## src/inc/afr_pkg.sv

```systemverilog
// Purpose: shared constants of the axis fault response block
// Assumes: 32-bit classic Wishbone, byte addresses below
// Notes:   register byte offsets, codes and reset values
package afr_pkg;
  // ==========================================================
  // sizes
  localparam int          NUM_AXES     = 16;
  localparam int          ADR_W        = 8;
  localparam int          NODE_W       = 7;
  localparam logic [6:0]  NODE_MIN     = 7'h01;
  localparam logic [6:0]  NODE_MAX     = 7'h50;
  // ==========================================================
  // register byte offsets
  localparam logic [7:0]  OFS_OP       = 8'h00;
  localparam logic [7:0]  OFS_ES_POL   = 8'h04;
  localparam logic [7:0]  OFS_FWD_POL  = 8'h08;
  localparam logic [7:0]  OFS_REV_POL  = 8'h0C;
  localparam logic [7:0]  OFS_STOP_SEL = 8'h10;
  localparam logic [7:0]  OFS_LOCK_REQ = 8'h14;
  localparam logic [7:0]  OFS_ES_ERR   = 8'h18;
  localparam logic [7:0]  OFS_FWD_ERR  = 8'h1C;
  localparam logic [7:0]  OFS_REV_ERR  = 8'h20;
  localparam logic [7:0]  OFS_ALM_ERR  = 8'h24;
  localparam logic [7:0]  OFS_MC_ERR   = 8'h28;
  localparam logic [7:0]  OFS_UNIT     = 8'h2C;
  localparam logic [7:0]  OFS_IRQ_ST   = 8'h30;
  localparam logic [7:0]  OFS_IRQ_MSK  = 8'h34;
  // ==========================================================
  // reset values
  localparam logic [15:0] RST_POL      = 16'hFFFF;
  localparam logic [15:0] RST_STOP_SEL = 16'h0000;
  localparam logic [15:0] RST_LOCK_REQ = 16'h0000;
  localparam logic [3:0]  RST_IRQ_MSK  = 4'h0;
  // ==========================================================
  // operation codes
  localparam logic [3:0]  OP_SAVE      = 4'h1;
  localparam logic [3:0]  OP_ERR_RESET = 4'h2;
  // ==========================================================
  // unit register fields
  localparam int          UNIT_MEM_BIT   = 0;
  localparam int          UNIT_UNSET_BIT = 1;
  localparam int          UNIT_NODE_BIT  = 2;
  localparam int          UNIT_NODE_LSB  = 8;
  localparam int          UNIT_SEG_LSB   = 16;
  // ==========================================================
  // interrupt status bits
  localparam int          IRQ_AXIS     = 0;
  localparam int          IRQ_MEM      = 1;
  localparam int          IRQ_NODE     = 2;
  localparam int          IRQ_REJECT   = 3;
  // ==========================================================
  // display prefixes
  localparam logic [7:0]  SEG_MEM      = 8'hE9;
  localparam logic [7:0]  SEG_AE       = 8'hAE;
  localparam logic [7:0]  SEG_NONE     = 8'h00;
endpackage

```

## src/core/afr_top.sv

```systemverilog
// Purpose: fault detection and response for sixteen axes
// Assumes: 25 MHz clock, classic Wishbone slave, limit and drive pins asynchronous
// Notes:   nvm and network strobes come from same-clock logic
// Functional notes
// - memory fault shows E9 and lamps
// - memory fault rejects all but save
// - power-up memory fault marks parameters unset
// - slave fault shows AE plus node, held
// - main power loss while locked flags error
// - emergency stop latches error, unlocks servo
// - emergency stop polarity is selectable
// - forward limit latches error, stops axis
// - reverse limit latches error, stops axis
// - each limit has own polarity
// - after forward limit reset, reverse allowed
// - drive alarm latches error, unlocks servo
`timescale 1ns/1ps
module afr_top
  import afr_pkg::*;
(
  input  wire  logic                  clock,
  input  wire  logic                  rst_b,
  input  wire  logic                  wb_cyc_i,
  input  wire  logic                  wb_stb_i,
  input  wire  logic                  wb_we_i,
  input  wire  logic [afr_pkg::ADR_W-1:0] wb_adr_i,
  input  wire  logic [3:0]            wb_sel_i,
  input  wire  logic [31:0]           wb_dat_i,
  output logic       [31:0]           wb_dat_o,
  output logic                        wb_ack_o,
  input  wire  logic [15:0]           estop_in,
  input  wire  logic [15:0]           fwd_limit_in,
  input  wire  logic [15:0]           rev_limit_in,
  input  wire  logic [15:0]           drive_alarm_in,
  input  wire  logic [15:0]           main_power_ok_in,
  input  wire  logic                  nvm_store_fail,
  input  wire  logic                  nvm_corrupt,
  input  wire  logic                  nvm_check_done,
  input  wire  logic                  nvm_save_done,
  input  wire  logic                  slave_fault_stb,
  input  wire  logic [afr_pkg::NODE_W-1:0] slave_fault_node,
  output logic       [15:0]           servo_lock,
  output logic       [15:0]           stop_decel,
  output logic       [15:0]           stop_immediate,
  output logic       [15:0]           fwd_enable,
  output logic       [15:0]           rev_enable,
  output logic                        op_strobe,
  output logic       [3:0]            op_code,
  output logic                        params_unset,
  output logic       [15:0]           segment_display_code,
  output logic                        run_lamp,
  output logic                        unit_error_lamp,
  output logic                        irq
);
  import afr_pkg::*;

  // ==========================================================
  // reset release
  logic rst_m_q, rst_n;
  always_ff @(posedge clock or negedge rst_b) begin
    if (!rst_b) begin
      rst_m_q <= 1'b0;
      rst_n   <= 1'b0;
    end else begin
      rst_m_q <= 1'b1;
      rst_n   <= rst_m_q;
    end
  end

  // ==========================================================
  // pin synchronisers
  logic [79:0] pin_m_q, pin_s_q;
  logic [15:0] es_s, fwd_s, rev_s, alm_s, mpw_s;
  always_ff @(posedge clock or negedge rst_n) begin
    if (!rst_n) begin
      pin_m_q <= 80'h0;
      pin_s_q <= 80'h0;
    end else begin
      pin_m_q <= {estop_in, fwd_limit_in, rev_limit_in, drive_alarm_in, main_power_ok_in};
      pin_s_q <= pin_m_q;
    end
  end
  assign {es_s, fwd_s, rev_s, alm_s, mpw_s} = pin_s_q;

  // ==========================================================
  // bus slave
  logic [15:0] es_pol_q, es_pol_d, fwd_pol_q, fwd_pol_d, rev_pol_q, rev_pol_d;
  logic [15:0] stop_sel_q, stop_sel_d, lock_req_q, lock_req_d;
  logic [3:0]  irq_st_q, irq_st_d, irq_msk_q, irq_msk_d;
  logic [31:0] rd_d, wmask;
  logic        ack_d, wr, wr_op, op_ok, rst_cmd;
  logic [15:0] es_err_q, fwd_err_q, rev_err_q, alm_err_q, mc_err_q, lock_q;
  logic [15:0] es_err_d, fwd_err_d, rev_err_d, alm_err_d, mc_err_d, lock_d;
  logic [15:0] fwd_prev_q, rev_prev_q, es_act, fwd_act, rev_act, pwr_off;
  logic [15:0] stop_dec_d, stop_imm_d, fwd_en_d, rev_en_d;
  logic        mem_err_q, mem_err_d, unset_q, unset_d, pwrup_q, pwrup_d;
  logic        node_err_q, node_err_d, node_take;
  logic [6:0]  node_q, node_d;
  logic [15:0] seg_d;
  logic        axis_evt, op_stb_d;
  logic [3:0]  op_code_d;

  // write lands at the edge where the master samples ack high
  assign wr    = wb_cyc_i && wb_stb_i && wb_we_i && wb_ack_o;
  assign wmask = {{8{wb_sel_i[3]}}, {8{wb_sel_i[2]}}, {8{wb_sel_i[1]}}, {8{wb_sel_i[0]}}};
  assign wr_op = wr && (wb_adr_i == OFS_OP) && wb_sel_i[0];
  assign op_ok = wr_op && (!mem_err_q || (wb_dat_i[3:0] == OP_SAVE));
  assign rst_cmd = op_ok && (wb_dat_i[3:0] == OP_ERR_RESET);

  always_comb begin
    ack_d      = wb_cyc_i && wb_stb_i && !wb_ack_o;
    es_pol_d   = es_pol_q;
    fwd_pol_d  = fwd_pol_q;
    rev_pol_d  = rev_pol_q;
    stop_sel_d = stop_sel_q;
    lock_req_d = lock_req_q;
    irq_msk_d  = irq_msk_q;
    if (wr) begin
      if (wb_adr_i == OFS_ES_POL) begin
        es_pol_d = (es_pol_q & ~wmask[15:0]) | (wb_dat_i[15:0] & wmask[15:0]);
      end else if (wb_adr_i == OFS_FWD_POL) begin
        fwd_pol_d = (fwd_pol_q & ~wmask[15:0]) | (wb_dat_i[15:0] & wmask[15:0]);
      end else if (wb_adr_i == OFS_REV_POL) begin
        rev_pol_d = (rev_pol_q & ~wmask[15:0]) | (wb_dat_i[15:0] & wmask[15:0]);
      end else if (wb_adr_i == OFS_STOP_SEL) begin
        stop_sel_d = (stop_sel_q & ~wmask[15:0]) | (wb_dat_i[15:0] & wmask[15:0]);
      end else if (wb_adr_i == OFS_LOCK_REQ) begin
        lock_req_d = (lock_req_q & ~wmask[15:0]) | (wb_dat_i[15:0] & wmask[15:0]);
      end else if (wb_adr_i == OFS_IRQ_MSK) begin
        irq_msk_d = (irq_msk_q & ~wmask[3:0]) | (wb_dat_i[3:0] & wmask[3:0]);
      end
    end
    // status: set wins over write-one clear
    irq_st_d = irq_st_q;
    if (wr && wb_adr_i == OFS_IRQ_ST) begin
      irq_st_d = irq_st_q & ~(wb_dat_i[3:0] & wmask[3:0]);
    end
    irq_st_d[IRQ_AXIS]   = irq_st_d[IRQ_AXIS] | axis_evt;
    irq_st_d[IRQ_MEM]    = irq_st_d[IRQ_MEM] | (mem_err_d & ~mem_err_q);
    irq_st_d[IRQ_NODE]   = irq_st_d[IRQ_NODE] | node_take;
    irq_st_d[IRQ_REJECT] = irq_st_d[IRQ_REJECT] | (wr_op & ~op_ok);
    rd_d = 32'h0;
    if (wb_adr_i == OFS_ES_POL) begin
      rd_d[15:0] = es_pol_q;
    end else if (wb_adr_i == OFS_FWD_POL) begin
      rd_d[15:0] = fwd_pol_q;
    end else if (wb_adr_i == OFS_REV_POL) begin
      rd_d[15:0] = rev_pol_q;
    end else if (wb_adr_i == OFS_STOP_SEL) begin
      rd_d[15:0] = stop_sel_q;
    end else if (wb_adr_i == OFS_LOCK_REQ) begin
      rd_d[15:0] = lock_req_q;
    end else if (wb_adr_i == OFS_ES_ERR) begin
      rd_d[15:0] = es_err_q;
    end else if (wb_adr_i == OFS_FWD_ERR) begin
      rd_d[15:0] = fwd_err_q;
    end else if (wb_adr_i == OFS_REV_ERR) begin
      rd_d[15:0] = rev_err_q;
    end else if (wb_adr_i == OFS_ALM_ERR) begin
      rd_d[15:0] = alm_err_q;
    end else if (wb_adr_i == OFS_MC_ERR) begin
      rd_d[15:0] = mc_err_q;
    end else if (wb_adr_i == OFS_UNIT) begin
      rd_d[UNIT_MEM_BIT]                    = mem_err_q;
      rd_d[UNIT_UNSET_BIT]                  = unset_q;
      rd_d[UNIT_NODE_BIT]                   = node_err_q;
      rd_d[UNIT_NODE_LSB +: 7]              = node_q;
      rd_d[UNIT_SEG_LSB +: 16]              = segment_display_code;
    end else if (wb_adr_i == OFS_IRQ_ST) begin
      rd_d[3:0] = irq_st_q;
    end else if (wb_adr_i == OFS_IRQ_MSK) begin
      rd_d[3:0] = irq_msk_q;
    end
  end

  // ==========================================================
  // per-axis fault response
  genvar i;
  generate
    for (i = 0; i < NUM_AXES; i++) begin : g_axis
      assign es_act[i]  = ~(es_s[i] ^ es_pol_q[i]);
      assign fwd_act[i] = ~(fwd_s[i] ^ fwd_pol_q[i]);
      assign rev_act[i] = ~(rev_s[i] ^ rev_pol_q[i]);
      assign pwr_off[i] = ~mpw_s[i];
      always_comb begin
        es_err_d[i]  = es_act[i] | (es_err_q[i] & ~(rst_cmd & ~es_act[i]));
        alm_err_d[i] = alm_s[i] | (alm_err_q[i] & ~(rst_cmd & ~alm_s[i]));
        mc_err_d[i]  = (pwr_off[i] & lock_q[i])
                     | (mc_err_q[i] & ~(rst_cmd & ~pwr_off[i]));
        fwd_err_d[i] = (fwd_act[i] & ~fwd_prev_q[i]) | (fwd_err_q[i] & ~rst_cmd);
        rev_err_d[i] = (rev_act[i] & ~rev_prev_q[i]) | (rev_err_q[i] & ~rst_cmd);
        lock_d[i]    = lock_req_q[i] & ~es_err_d[i] & ~alm_err_d[i];
        stop_dec_d[i] = (fwd_err_d[i] | rev_err_d[i]) & ~stop_sel_q[i];
        stop_imm_d[i] = (fwd_err_d[i] | rev_err_d[i]) & stop_sel_q[i];
        fwd_en_d[i]  = lock_d[i] & ~fwd_err_d[i] & ~fwd_act[i] & ~rev_err_d[i];
        rev_en_d[i]  = lock_d[i] & ~rev_err_d[i] & ~rev_act[i] & ~fwd_err_d[i];
      end
    end
  endgenerate

  assign axis_evt = |((es_err_d & ~es_err_q) | (fwd_err_d & ~fwd_err_q)
                    | (rev_err_d & ~rev_err_q) | (alm_err_d & ~alm_err_q)
                    | (mc_err_d & ~mc_err_q));

  // ==========================================================
  // unit faults and display
  assign node_take = slave_fault_stb && !node_err_q
                     && (slave_fault_node >= NODE_MIN) && (slave_fault_node <= NODE_MAX);
  always_comb begin
    mem_err_d  = nvm_store_fail | nvm_corrupt | (mem_err_q & ~nvm_save_done);
    pwrup_d    = pwrup_q & ~nvm_check_done;
    unset_d    = (pwrup_q & nvm_check_done & nvm_corrupt) | (unset_q & ~nvm_save_done);
    node_err_d = node_take | (node_err_q & ~rst_cmd);
    node_d     = node_take ? slave_fault_node : node_q;
    op_stb_d   = op_ok;
    op_code_d  = op_ok ? wb_dat_i[3:0] : op_code;
    seg_d      = {SEG_NONE, 8'h00};
    for (int k = NUM_AXES - 1; k >= 0; k--) begin
      if (es_err_q[k] | fwd_err_q[k] | rev_err_q[k] | alm_err_q[k] | mc_err_q[k]) begin
        seg_d = {SEG_AE, 8'(k + 1)};
      end
    end
    if (mem_err_q) begin
      seg_d = {SEG_MEM, 8'h00};
    end else if (node_err_q) begin
      seg_d = {SEG_AE, 1'b0, node_q};
    end
  end

  // ==========================================================
  // state registers
  always_ff @(posedge clock or negedge rst_n) begin
    if (!rst_n) begin
      wb_ack_o   <= 1'b0;
      wb_dat_o   <= 32'h0;
      es_pol_q   <= RST_POL;
      fwd_pol_q  <= RST_POL;
      rev_pol_q  <= RST_POL;
      stop_sel_q <= RST_STOP_SEL;
      lock_req_q <= RST_LOCK_REQ;
      irq_st_q   <= 4'h0;
      irq_msk_q  <= RST_IRQ_MSK;
      irq        <= 1'b0;
      es_err_q   <= 16'h0;
      fwd_err_q  <= 16'h0;
      rev_err_q  <= 16'h0;
      alm_err_q  <= 16'h0;
      mc_err_q   <= 16'h0;
      lock_q     <= 16'h0;
      fwd_prev_q <= 16'h0;
      rev_prev_q <= 16'h0;
      servo_lock <= 16'h0;
      stop_decel <= 16'h0;
      stop_immediate <= 16'h0;
      fwd_enable <= 16'h0;
      rev_enable <= 16'h0;
      mem_err_q  <= 1'b0;
      unset_q    <= 1'b0;
      pwrup_q    <= 1'b1;
      node_err_q <= 1'b0;
      node_q     <= 7'h0;
      op_strobe  <= 1'b0;
      op_code    <= 4'h0;
      params_unset <= 1'b0;
      segment_display_code <= 16'h0;
      run_lamp   <= 1'b0;
      unit_error_lamp <= 1'b0;
    end else begin
      wb_ack_o   <= ack_d;
      wb_dat_o   <= rd_d;
      es_pol_q   <= es_pol_d;
      fwd_pol_q  <= fwd_pol_d;
      rev_pol_q  <= rev_pol_d;
      stop_sel_q <= stop_sel_d;
      lock_req_q <= lock_req_d;
      irq_st_q   <= irq_st_d;
      irq_msk_q  <= irq_msk_d;
      irq        <= |(irq_st_d & irq_msk_d);
      es_err_q   <= es_err_d;
      fwd_err_q  <= fwd_err_d;
      rev_err_q  <= rev_err_d;
      alm_err_q  <= alm_err_d;
      mc_err_q   <= mc_err_d;
      lock_q     <= lock_d;
      fwd_prev_q <= fwd_act;
      rev_prev_q <= rev_act;
      servo_lock <= lock_d;
      stop_decel <= stop_dec_d;
      stop_immediate <= stop_imm_d;
      fwd_enable <= fwd_en_d;
      rev_enable <= rev_en_d;
      mem_err_q  <= mem_err_d;
      unset_q    <= unset_d;
      pwrup_q    <= pwrup_d;
      node_err_q <= node_err_d;
      node_q     <= node_d;
      op_strobe  <= op_stb_d;
      op_code    <= op_code_d;
      params_unset <= unset_d;
      segment_display_code <= seg_d;
      run_lamp   <= 1'b1;
      unit_error_lamp <= mem_err_q | node_err_q | (|(es_err_q | fwd_err_q | rev_err_q
                         | alm_err_q | mc_err_q));
    end
  end
endmodule

```

## config.mk

```make
export PLATFORM = sky130hd
export DESIGN_NAME = afr_top
export DESIGN_NICKNAME = d
export VERILOG_FILES = /design/src/inc/afr_pkg.sv /design/src/core/afr_top.sv
export SDC_FILE = /design/constraint.sdc
export NUM_CORES = 1
export LEC_CHECK = 0
export BUFFER_PORTS_ARGS = -buffer_cell sky130_fd_sc_hd__buf_2
export CAP_MARGIN = 25
export CORE_MARGIN = 2
export CORE_UTILIZATION = 57
export DETAILED_ROUTE_END_ITERATION = 12
export GPL_TIMING_DRIVEN = 0
export PLACE_DENSITY = 0.8
export SYNTH_ARGS = -nofsm -noshare
export SYNTH_HDL_FRONTEND = slang
export SYNTH_SLANG_ARGS = --single-unit
```

## constraint.sdc

```tcl
create_clock -name clock -period 18.8 [get_ports clock]
set_clock_uncertainty 0.05 [all_clocks]
set_input_delay 0.94 -clock clock [delete_from_list [all_inputs] [get_ports clock]]
set_output_delay 0.94 -clock clock [all_outputs]
set_load 0.005 [all_outputs]
```

# == Yosys cells after proc, flatten, opt, wreduce, memory -nomap -nowiden ==
# Index checks and enable logic that the tools add are counted.
# classes
order_cmp,2
n_eq_ne,15
n_mux,55
n_bitwise,848
n_reduce_logical,25
# op_table
cell,count
16-bit two-way mux,38
1-bit bitwise AND,344
1-bit NOT,249
16-bit OR,13
16-bit bitwise AND,11
1-bit OR,170
16-bit NOT,6
"8-bit by 6-bit == test with 1-bit output, second input constant",6
4-bit two-way mux,12
1-bit bitwise XOR,48
"8-bit by 5-bit == test with 1-bit output, second input constant",4
16-bit OR reduction,2
4-bit bitwise AND,4
"8-bit by 4-bit == test with 1-bit output, second input constant",2
7-bit two-way mux,2
1-bit logical AND,12
"8-bit by 3-bit == test with 1-bit output, second input constant",1
8-bit zero test,1
4-bit NOT,2
"7-bit by 1-bit >= comparator with 1-bit output, second input constant",1
"7-bit less-or-equal comparator, second input constant",1
6-bit AND reduction,1
5-bit AND reduction,1
"4-bit by 1-bit == test with 1-bit output, second input constant",1
10 further kinds,13
# word_totals
ff_bits,510
inputBits,141
output_inout_bits,138
word_cells,981

# == Depth between registers and ports, before layout ==
# Gate-level depths: netlist (run 1).
# depth
depth_word,22
depth_mapped,10
depth_no_buf,7

# == Least setup slack after synthesis (run 1) ==
# OpenSTA, ideal clock, no wires.
# synth_path
path_type,input-to-reg
startpoint,input port wb_adr_i[3] (netlist name)
endpoint,register irq
setup_time_ns,0.118
t_arrival_ns,2.657
required_time_ns,18.632
path_slack_ns,15.975
stages,9
n_path_buf,2
path_cell_list,buf_2 > or4_1 > buf_2 > nor4b_4 > nand2_1 > nand2_1 > o21ai_1 > a221o_1 > a21o_1
# synth_between
elab_cells_between_ends,296
classes_between,7 x eq/ne; 8 x mux; 273 x bitwise; 8 x reduce/logical
# synth_lines
element,line_no,source
"start, declared",afr_top.sv:26,"input wire logic [afr_pkg::ADR_W-1:0] wb_adr_i,"
8-bit by 6-bit == test with 1-bit output,afr_top.sv:135,if (wr && wb_adr_i == OFS_IRQ_ST) begin
1-bit logical AND,afr_top.sv:135,
4-bit two-way mux,afr_top.sv:135,
1-bit OR,afr_top.sv:139,irq_st_d[IRQ_MEM] = irq_st_d[IRQ_MEM] | (mem_err_d & ~mem_err_q);
named net irq_st_d[1],afr_top.sv:89,"logic [3:0] irq_st_q, irq_st_d, irq_msk_q, irq_msk_d;"
4-bit bitwise AND,afr_top.sv:278,irq <= |(irq_st_d & irq_msk_d);
4-bit OR reduction,afr_top.sv:278,
"end signal, assigned",afr_top.sv:278,
"end, declared",afr_top.sv:53,output logic irq
# The timed path passes the listed nets, and every way through them passes these cells.
# A chain may end at the register's enable or synchronous reset.

# == Final worst setup path (run 1) ==
# layout_path
startpoint,input port wb_adr_i[5] (netlist name)
endpoint,register lock_q[6]
# layout_between
elab_chain_len,12
elab_cells_between_ends,17
classes_between,12 x bitwise; 5 x reduce/logical
# layout_lines
element,line_no,source
8-bit zero test *,afr_top.sv:106,assign wr_op = wr && (wb_adr_i == OFS_OP) && wb_sel_i[0];
1-bit logical AND * (2 in a row),afr_top.sv:106,
1-bit logical AND *,afr_top.sv:107,assign op_ok = wr_op && (!mem_err_q || (wb_dat_i[3:0] == OP_SAVE));
named net op_ok,afr_top.sv:91,"logic ack_d, wr, wr_op, op_ok, rst_cmd;"
1-bit logical AND *,afr_top.sv:108,assign rst_cmd = op_ok && (wb_dat_i[3:0] == OP_ERR_RESET);
1-bit bitwise AND,afr_top.sv:186,es_err_d[i] = es_act[i] | (es_err_q[i] & ~(rst_cmd & ~es_act[i]));
1-bit NOT,afr_top.sv:186,
1-bit bitwise AND,afr_top.sv:186,
1-bit OR,afr_top.sv:186,
1-bit NOT,afr_top.sv:192,lock_d[i] = lock_req_q[i] & ~es_err_d[i] & ~alm_err_d[i];
1-bit bitwise AND,afr_top.sv:192,
1-bit bitwise AND *,afr_top.sv:192,
named net lock_d[6],afr_top.sv:93,"logic [15:0] es_err_d, fwd_err_d, rev_err_d, alm_err_d, mc_err_d, lock_d;"
"end signal, assigned",afr_top.sv:284,lock_q <= lock_d;
"end, declared",afr_top.sv:92,"logic [15:0] es_err_q, fwd_err_q, rev_err_q, alm_err_q, mc_err_q, lock_q;"
# The timed path passes the listed nets; every way through them passes the cells marked *.

==> impl_metrics.json, run 1 <==
{
  "min_path_type": "primary input to async pin",
  "final_core_utilization_pct": 69.8,
  "n_fill_cell": 2343,
  "cts.htree.levels": 2,
  "grt_use_total_pct": 36.7,
  "first_pass_iters": 6,
  "finalHoldViolCount": 0,
  "synth_top_cell_by_area": "dfrtp_1",
  "post_synth_most_frequent_cells": "dfrtp_1 (449), nand2_1 (127), mux2_2 (95)",
  "gr-total-overflow": 0,
  "drive_gt1_share_pct": 28.9,
  "core.rowCount": 66,
  "p_int_mw": 1.77,
  "outcome": "finished, final reports clean",
  "register_bit_count_reported_by_yosys": 498,
  "clk_pin_slew_ps": 60,
  "cts_setup_buffers": 0,
  "drt_initial_violations": 1484,
  "timing.final.max_slew_violations": 0,
  "finalWirelength_mm": 63.6,
  "crit_path_time_final_ps": 3840,
  "ctsResizeCount": 0,
  "post_drt_wl_per_cell_um": 27.3,
  "nNetsFinal": 1986,
  "port-buffer-count": 251,
  "ys.warnings.count": 0,
  "clock_tree_from_tritoncts": "yes",
  "worst_ir_drop_vdd_uv": 113,
  "syn_area_per_cell_um2": 12.5,
  "grt_pass1_wl_mm": 93.8,
  "dp.cells": 2235,
  "p_leak_nw": 10.6,
  "antenna_found_initial": 1,
  "primary_ff_master_synth": "dfrtp_1",
  "yosysMostFrequentCell": "dfrtp_1",
  "crit_required_ps": 19190,
  "synth_cell_types": 76,
  "share_of_power_burned_in_the_clock_network_pct": 45.6,
  "crit_arrival_ps": 4220,
  "total_clock_buffers_created_by_cts": 48,
  "setup.worst_path.end_class": "flip-flop",
  "detailroute.via_count": 14200,
  "p_seq_share_pct": 49.6,
  "rsz0062_at_grt": "false",
  "die_y_um": 187,
  "gp_routability_congestion": 0.995,
  "final_cell_area_um2": 22900,
  "p_sw_share_pct": 22.7,
  "dieArea_um2": 34900,
  "clock_sinks": 498,
  "route.detailed.drc": 0,
  "top_level_ports": 279,
  "floorplan.initialDensity_pct": 58.2,
  "fin_worst_hold_slack_ps": 89.2,
  "layoutNonFillerInstCount": 2328,
  "drv.max_cap_violation_count": 0,
  "synth-seq-area-share_pct": 65.7,
  "synth-edff-count": 0,
  "timing_worst_setup_path_type": "primary input to flip-flop",
  "design.core.area_um2": 32800,
  "power.density_cell_area_nw_per_um2": 99.8,
  "pre_cts_ws_ps": 14660,
  "first_global_vias": 14700,
  "report.final.setup_viol": 0,
  "avgViaCountPerCell": 6.09,
  "path_max_fanout": 10,
  "cts.path.max_buffers": 3,
  "ant_nets_after_route": 0,
  "die_width_um": 187,
  "detailedPlacementHpwl_mm": 45.3,
  "netlist.area_leader.share_pct": 58.9,
  "power_mw": 2.28,
  "postLayoutSetupSlackWorst_ps": 14960,
  "syn-cell-area_um2": 19100,
  "power_frac_comb_pct": 4.8,
  "switchingPower_uw": 519,
  "synth_async_sr_flop_share_pct": 100,
  "max_clock_freq_ghz": 0.261,
  "clock_insertion_delay_worst_skew_ps": 590,
  "post_synth_inst_count": 1527,
  "worst_setup_path_start_kind": "primary input",
  "cts.hold.buffers_added": 0,
  "post-route-period-util_pct": 20.4,
  "worst_slew_pin_slew_ps": 1080,
  "timing.setup.tns_ps": 0,
  "largest_net_degree_at_the_start_of_global_routing": 78,
  "postPlaceCellArea_um2": 21100,
  "timing.max_slew.rel_slack_pct": 27.6,
  "clock_root_buffer": "clkbuf_16",
  "yosys-top-cells-area": "dfrtp_1 (59%), dfstp_2 (6.8%), mux2_2 (5.6%)",
  "layout-area-overhead-vs-synth_pct": 19.9
}
## cells by family after synthesis
group / synth area share, %
multiplexers: 6.69
buffers and inverters: 2.74
other: 0.0394
AND/OR/NAND/NOR: 13.1
AO/OA/AOI/OAI: 9.58
flip-flops: 65.7
XOR/XNOR: 2.20
## layout make-up
class | instances | area, um2 | area share (%)
Antenna cell | 1 | 2.50 | 0.0109
Multi-Input combinational cell | 914 | 6050 | 26.5
Sequential cell | 498 | 12500 | 54.8
Inverter | 65 | 244 | 1.07
Clock buffer | 62 | 1350 | 5.88
Buffer | 54 | 278 | 1.21
Clock inverter | 28 | 374 | 1.64
Tap cell | 442 | 553 | 2.42
Timing Repair Buffer | 264 | 1500 | 6.56
## cells in the final DEF (no fill, tap or decap), types with 9 or more instances in the layout
| master | netlist | layout |
|---|---|---|
| dfrtp_1 | 449 | 448 |
| buf_2 | 11 | 263 |
| nand2_1 | 127 | 127 |
| mux2_2 | 95 | 95 |
| nor2_1 | 89 | 89 |
| nor2b_1 | 66 | 66 |
| inv_1 | 65 | 65 |
| a21oi_1 | 64 | 64 |
| dfstp_2 | 49 | 49 |
| clkbuf_16 | 0 | 49 |
| nor3_1 | 45 | 45 |
| o22ai_1 | 39 | 39 |
| o21ai_0 | 38 | 38 |
| xnor2_1 | 32 | 32 |
| a21o_1 | 32 | 32 |
| clkbuf_1 | 20 | 26 |
| and2_1 | 19 | 19 |
| nor4_1 | 20 | 19 |
| a22oi_1 | 19 | 19 |
| mux2i_1 | 19 | 19 |
| nor3b_1 | 16 | 16 |
| xor2_1 | 16 | 16 |
| buf_4 | 12 | 15 |
| a221oi_1 | 14 | 14 |
| and4_1 | 13 | 13 |
| nand2b_1 | 12 | 12 |
| nand3_1 | 12 | 12 |
| nand4_1 | 9 | 9 |
| o211ai_1 | 9 | 9 |
| clkinv_2 | 0 | 9 |
## metal layers
layer	share of wire, %	GRT usage, %	vias up	wire length (um)
li1	-	-	5999	-
met1	38	47.7	7122	24400
met2	46	57.3	838	29500
met3	9.8	9.34	207	6260
met4	5.5	19.3	0	3510
met5	0	0	-	0
## power by group through the flow
stage,combinational (mW),sequential (mW),clock (mW)
final,0.111,1.13,1.04
after CTS,0.111,1.13,1.05
after detailed placement,0.109,1.15,0
after global placement,0.0825,1.17,0
after floorplan,0.0471,1.15,0
after global routing,0.122,1.13,1.09
## worst max-delay path, stage by stage
cell	delay [ps]
buf_2	170
nor4_1	830
nand4_1	250
nor2b_1	330
nand2_1	210
clkbuf_1	480
buf_1	520
a21oi_1	480
## final timing paths
path                       depth (start not counted)          end        start  slack [ps]
max                                                8    lock_q[6]  wb_adr_i[5]       14960
min                                                1        rst_n        rst_b          90
max reg2reg                                        7    lock_q[6]    mem_err_q       15600
min reg2reg                                        0  pin_s_q[59]        rst_n         170
max in group asynchronous                          3    async pin        rst_n       17100
min in group clock                                 0  pin_s_q[51]  pin_m_q[51]         290
(Power assumes the default switching activity.)
==> run 2, diff against run 1 <==
- CORE_UTILIZATION: 57 -> 51
- PLACE_DENSITY: 0.8 -> 0.75
- clock period: 18.8 -> 3.2 ns (I/O delays scaled with it)
==> run 2 against run 1 <==
Effect of this change: clock power increased to 5.7 times the previous value; first-iteration DRC count decreased by 9.9%; sequential power increased to 5.9 times the previous value; utilization decreased by 4.3 points; setup slack got worse by 15000 ps; sequential cell count unchanged; die area increased by 12%; cell count increased by 6.0%; count of clock-buffer cells in the layout increased by 5; total power increased to 5.8 times the previous value; global-route usage decreased by 2.3 points; sequential share of layout area decreased by 2.6 points; highest routed layer is now met5.
==> impl_metrics.json, run 2 (synthesis gave the netlist of run 1 again) <==
{
  "worst_ir_drop_vdd_uv": 508,
  "buffering_stage_count_on_the_worst_path_with_inverters_included": 0,
  "post-route-period-util_pct": 94.3,
  "power.density_cell_area_nw_per_um2": 556,
  "drv.max_cap_violation_count": 0,
  "die_width_um": 197,
  "timing.setup.tns_ps": 0,
  "crit_path_time_final_ps": 3020,
  "crit_path_cell_trace": "xnor2_1 > nor2b_1 > nor2b_1 > a2111oi_1 > nand4_1 > a2111o_1 > a21o_1",
  "nNetsFinal": 2101,
  "first_pass_iters": 7,
  "drive_gt1_share_pct": 27.1,
  "largest_net_degree_at_the_start_of_global_routing": 78,
  "critical_path.most_common_cell": "nor2b_1",
  "clock_root_buffer": "clkbuf_16",
  "die_y_um": 197,
  "rsz0062_at_grt": "false",
  "p_leak_nw": 11.1,
  "ant_nets_after_route": 0,
  "avgViaCountPerCell": 5.82,
  "min_path_type": "primary input to flip-flop",
  "path_max_fanout": 4,
  "timing.max_slew.rel_slack_pct": 23.4,
  "design.core.area_um2": 36700,
  "dp.cells": 2265,
  "mostFrequentLayoutCells": "dfrtp_1 (448), buf_2 (264), nand2_1 (127)",
  "drt_initial_violations": 1337,
  "finalWirelength_mm": 65.3,
  "detailroute.via_count": 14400,
  "floorplan.initialDensity_pct": 52.0,
  "crit_arrival_ps": 3440,
  "critical-path-slowest-cell": "a2111oi_1",
  "most_common_library_cell_in_the_layout_ignoring_fill_and_taps": "dfrtp_1",
  "detailedPlacementHpwl_mm": 46.7,
  "power_mw": 13.4,
  "clock_insertion_delay_worst_skew_ps": 590,
  "antenna_found_initial": 1,
  "seq_cell_area_um2": 12500,
  "critical-path-max-stage-delay_ps": 730,
  "cts_setup_buffers": 0,
  "gr-total-overflow": 0,
  "total_clock_buffers_created_by_cts": 48,
  "clk_pin_slew_ps": 60,
  "post_drt_wl_per_cell_um": 26.5,
  "max_clock_freq_ghz": 0.332,
  "multi_input_area_um2": 6050,
  "timing.final.max_slew_violations": 0,
  "report.final.setup_viol": 0,
  "worst_slew_pin_slew_ps": 1150,
  "top_level_ports": 279,
  "route.detailed.drc": 0,
  "port-buffer-count": 251,
  "gp_routability_congestion": 0.969,
  "clock_tree_from_tritoncts": "yes",
  "fin_worst_hold_slack_ps": 58.1,
  "cts.htree.levels": 2,
  "layoutNonFillerInstCount": 2468,
  "final_core_utilization_pct": 65.5,
  "grt_use_total_pct": 34.4,
  "cts.path.max_buffers": 3,
  "layout-area-overhead-vs-synth_pct": 25.9,
  "worst_setup_path_start_kind": "flip-flop",
  "core.rowCount": 70,
  "setup.worst_path.end_class": "flip-flop",
  "clock_sinks": 498,
  "first_global_vias": 14800,
  "crit_required_ps": 3620,
  "dieArea_um2": 39000,
  "timing_worst_setup_path_type": "flip-flop to flip-flop",
  "grt_pass1_wl_mm": 96.1,
  "cp_top_family": "compound AO/OA/AOI/OAI gates",
  "n_fill_cell": 2679,
  "finalHoldViolCount": 0,
  "outcome": "finished, final reports clean"
}
run 2: where the power goes:
group | total [mW] | switching [mW] | internal [mW]
registers | 6.65 | 0.159 | 6.49
logic | 0.763 | 0.429 | 0.334
clock network | 5.95 | 2.43 | 3.51
total | 13.4 | 3.02 | 10.3
run 2: worst register-to-register path, stage by stage, from the launching register on:
cell,delay (ps)
dfstp_2,560
xnor2_1,110
nor2b_1,210
nor2b_1,220
a2111oi_1,730
nand4_1,350
a2111o_1,490
a21o_1,190
run 2: cell type report:
cell class              instances  share of cell area [%]
repair buffers                379                    11.1
multi-input cells             914                    25.2
flip-flops and latches        498                    52.2
plain buffers                  54                    1.16
inverters                      65                    1.02
clock inverters                22                    1.24
well taps                     468                    2.44
diodes                          1                  0.0104
clock buffers                  67                    5.72
run 2: routing by layer:
| metal | vias to the layer above | share of wire (%) | routed length, um | GRT usage, % |
|---|---|---|---|---|
| met5 | - | 0.020 | 13 | 0 |
| met4 | 2 | 4.4 | 2880 | 14.9 |
| met3 | 163 | 7.6 | 4940 | 5.86 |
| met2 | 734 | 47 | 31000 | 55.8 |
| met1 | 7215 | 41 | 26500 | 46.1 |
| li1 | 6248 | - | - | - |
run 2: what timing repair did:
| action | in CTS | in global routing |
|---|---|---|
| gates resized for setup | 0 | 2 |
| endpoints found under the hold margin | 172 | 0 |
| hold buffers | 113 | 0 |
| setup endpoints to repair | 0 | 3 |
run 2: final timing paths:
kind | to | slack, ps | depth (start not counted) | start
worst min register to register | pin_m_q[60] | 270 | 0 | rst_n
max in group asynchronous | async pin | 1130 | 4 | rst_n
worst min-delay path | irq_st_q[3] | 60 | 4 | wb_adr_i[2]
min in group asynchronous | pin_m_q[60] | 270 | 0 | rst_n
worst max-delay path | irq | 180 | 7 | flip-flop
worst max register to register | irq | 180 | 7 | flip-flop
run 2: metrics by stage:
step	worst slack [ps]	instance area [um2]
detailed placement	-209	21200
floorplan	-1680	19100
finish	184	24000
global placement	-3230	20900
global route	163	24000
CTS	115	24000
==> run 3, diff against run 2 <==
--- a/config.mk
+++ b/config.mk
@@ -10,6 +10,6 @@
 export CORE_MARGIN = 2
-export CORE_UTILIZATION = 51
+export CORE_UTILIZATION = 57
 export DETAILED_ROUTE_END_ITERATION = 12
 export GPL_TIMING_DRIVEN = 0
-export PLACE_DENSITY = 0.75
+export PLACE_DENSITY = 0.8
 export SYNTH_ARGS = -nofsm -noshare
==> constraint.sdc (replaced) <==
create_clock -name clock -period 3.06 [get_ports clock]
set_clock_uncertainty 0.05 [all_clocks]
set_input_delay 0.459 -clock clock [delete_from_list [all_inputs] [get_ports clock]]
set_output_delay 0.459 -clock clock [all_outputs]
set_load 0.005 [all_outputs]
==> run 3 against run 2 <==
Effect of this change: via count rose by 2.4%; sequential cell count did not move; sequential power rose by 4.7%; the run now ends with negative setup slack left; largest power group unchanged.
==> impl_metrics.json, run 3 (synthesis gave the netlist of run 1 again) <==
{
  "first_global_vias": 15200,
  "max_clock_freq_ghz": 0.323,
  "rsz0062_at_grt": "true",
  "post_drt_wl_per_cell_um": 27.4,
  "route.detailed.drc": 0,
  "dieArea_um2": 34900,
  "die_y_um": 187,
  "grt_use_total_pct": 38.0,
  "total_clock_buffers_created_by_cts": 48,
  "clock_insertion_delay_worst_skew_ps": 570,
  "most_common_library_cell_in_the_layout_ignoring_fill_and_taps": "dfrtp_1",
  "first_pass_iters": 6,
  "p_leak_nw": 11.0,
  "report.final.setup_viol": 8,
  "critical_path.most_common_cell": "nand2_1",
  "antenna_found_initial": 2,
  "path_max_fanout": 10,
  "cts.path.max_buffers": 3,
  "nNetsFinal": 2069,
  "failed_checks": "negative setup slack",
  "seq_cell_area_um2": 12500,
  "critical-path-slowest-cell": "nor2_2",
  "core.rowCount": 66,
  "n_fill_cell": 2125,
  "cts.htree.levels": 2,
  "worst_slew_pin_slew_ps": 1110,
  "worst_setup_path_start_kind": "primary input",
  "clk_pin_slew_ps": 70,
  "drive_gt1_share_pct": 27.6,
  "cts_setup_buffers": 0,
  "final_core_utilization_pct": 72.4,
  "critical-path-max-stage-delay_ps": 830,
  "drt_initial_violations": 1655,
  "outcome": "finished with violations",
  "clock_tree_from_tritoncts": "yes",
  "finalHoldViolCount": 0,
  "floorplan.initialDensity_pct": 58.2,
  "ant_nets_after_route": 0,
  "timing.final.max_slew_violations": 0,
  "gr-total-overflow": 0,
  "detailroute.via_count": 14700,
  "timing.setup.tns_ps": -141,
  "hold_path_depth": 2,
  "setup.worst_path.end_class": "flip-flop",
  "layout-area-overhead-vs-synth_pct": 24.4,
  "worst-path-stages": 6,
  "crit_required_ps": 3460,
  "design.core.area_um2": 32800,
  "port-buffer-count": 251,
  "detailedPlacementHpwl_mm": 45.3,
  "largest_net_degree_at_the_start_of_global_routing": 78,
  "postLayoutSetupSlackWorst_ps": -39.2,
  "mostFrequentLayoutCells": "dfrtp_1 (448), buf_2 (263), nand2_1 (127)",
  "crit_arrival_ps": 3500,
  "power.density_cell_area_nw_per_um2": 597,
  "fin_worst_hold_slack_ps": 52.7,
  "drv.max_cap_violation_count": 0,
  "grt_pass1_wl_mm": 97.1,
  "power_mw": 14.2,
  "pre_cts_ws_ps": -605,
  "worst_ir_drop_vdd_uv": 577,
  "timing.max_slew.rel_slack_pct": 26.0,
  "die_width_um": 187,
  "finalWirelength_mm": 66.0,
  "top_level_ports": 279,
  "crit_path_cell_trace": "buf_2 > buf_1 > nand2_1 > nor2_2 > nand2_1 > mux2_2",
  "min_path_type": "primary input to flip-flop",
  "avgViaCountPerCell": 6.10,
  "buffering_stage_count_on_the_worst_path_with_inverters_included": 2,
  "crit_path_time_final_ps": 3100,
  "clock_sinks": 498,
  "multi_input_area_um2": 6070,
  "post-route-period-util_pct": 101,
  "timing_worst_setup_path_type": "primary input to flip-flop",
  "ff2ff_path_depth": 7,
  "clock_root_buffer": "clkbuf_16",
  "gp_routability_congestion": 0.994,
  "cp_top_family": "simple AND/OR/NAND/NOR gates"
}
run 3: cell types whose count changed in the layout (fill, tap and decap cells not counted), moves of 2 or more:
cell,before,now
bufinv_16,6,8
inv_6,1,4
clkbuf_1,31,29
clkbuf_8,6,10
clkinv_4,3,1
dlygate4sd3_1,113,82
buf_1,7,9
run 3: path summary, 6_finish.rpt:
kind                                    end  slack, ps           from
worst max-delay path              flip-flop        -40    wb_adr_i[4]
worst min-delay path              mem_err_q         50  nvm_save_done
worst max register to register    lock_q[6]         60       wb_ack_o
worst min register to register  pin_s_q[67]        290    pin_m_q[67]
max in group asynchronous         async pin       1190          rst_n
min in group asynchronous             rst_n        170          rst_b
run 3: area by class of cell:
cell class,instances,area share (%)
diodes,1,0.0105
clock buffers,69,5.91
clock inverters,21,1.38
well taps,442,2.33
repair buffers,347,9.78
inverters,65,1.03
multi-input cells,914,25.6
flip-flops and latches,498,52.8
plain buffers,54,1.18
run 3: worst register-to-register path, stage by stage (launching register included):
cell and delay, ps:
dfrtp_1 360, and4_1 390, nand4_1 170, nor2b_1 270
nand2_1 240, clkbuf_2 390, buf_1 490, a21oi_1 500
run 3: stage by stage:
stage	instance area, um2	cells
after floorplan	19100	1531
after global placement	20900	2224
after detailed placement	21200	2238
after CTS	23700	2410
after global routing	23700	2410
final	23700	2411
run 3: where the power goes:
group          switching, mW  internal [mW]
clock network           2.55           3.88
registers              0.171           6.79
logic                  0.445          0.322
total                   3.17           11.0
run 3: metal layers:
layer  global-route usage, %  wire, um
met5                       0         0
met3                    8.87      5770
met2                    60.9     31100
met1                    49.2     25500
met4                    18.7      3620
run 3: repair_timing:
action / in CTS / in global routing
cloned: 0 / 0
setup endpoints to repair: 2 / 8
hold buffers: 82 / 0
endpoints found under the hold margin: 83 / 0
gates resized for setup: 1 / 2
pin swaps: 0 / 0
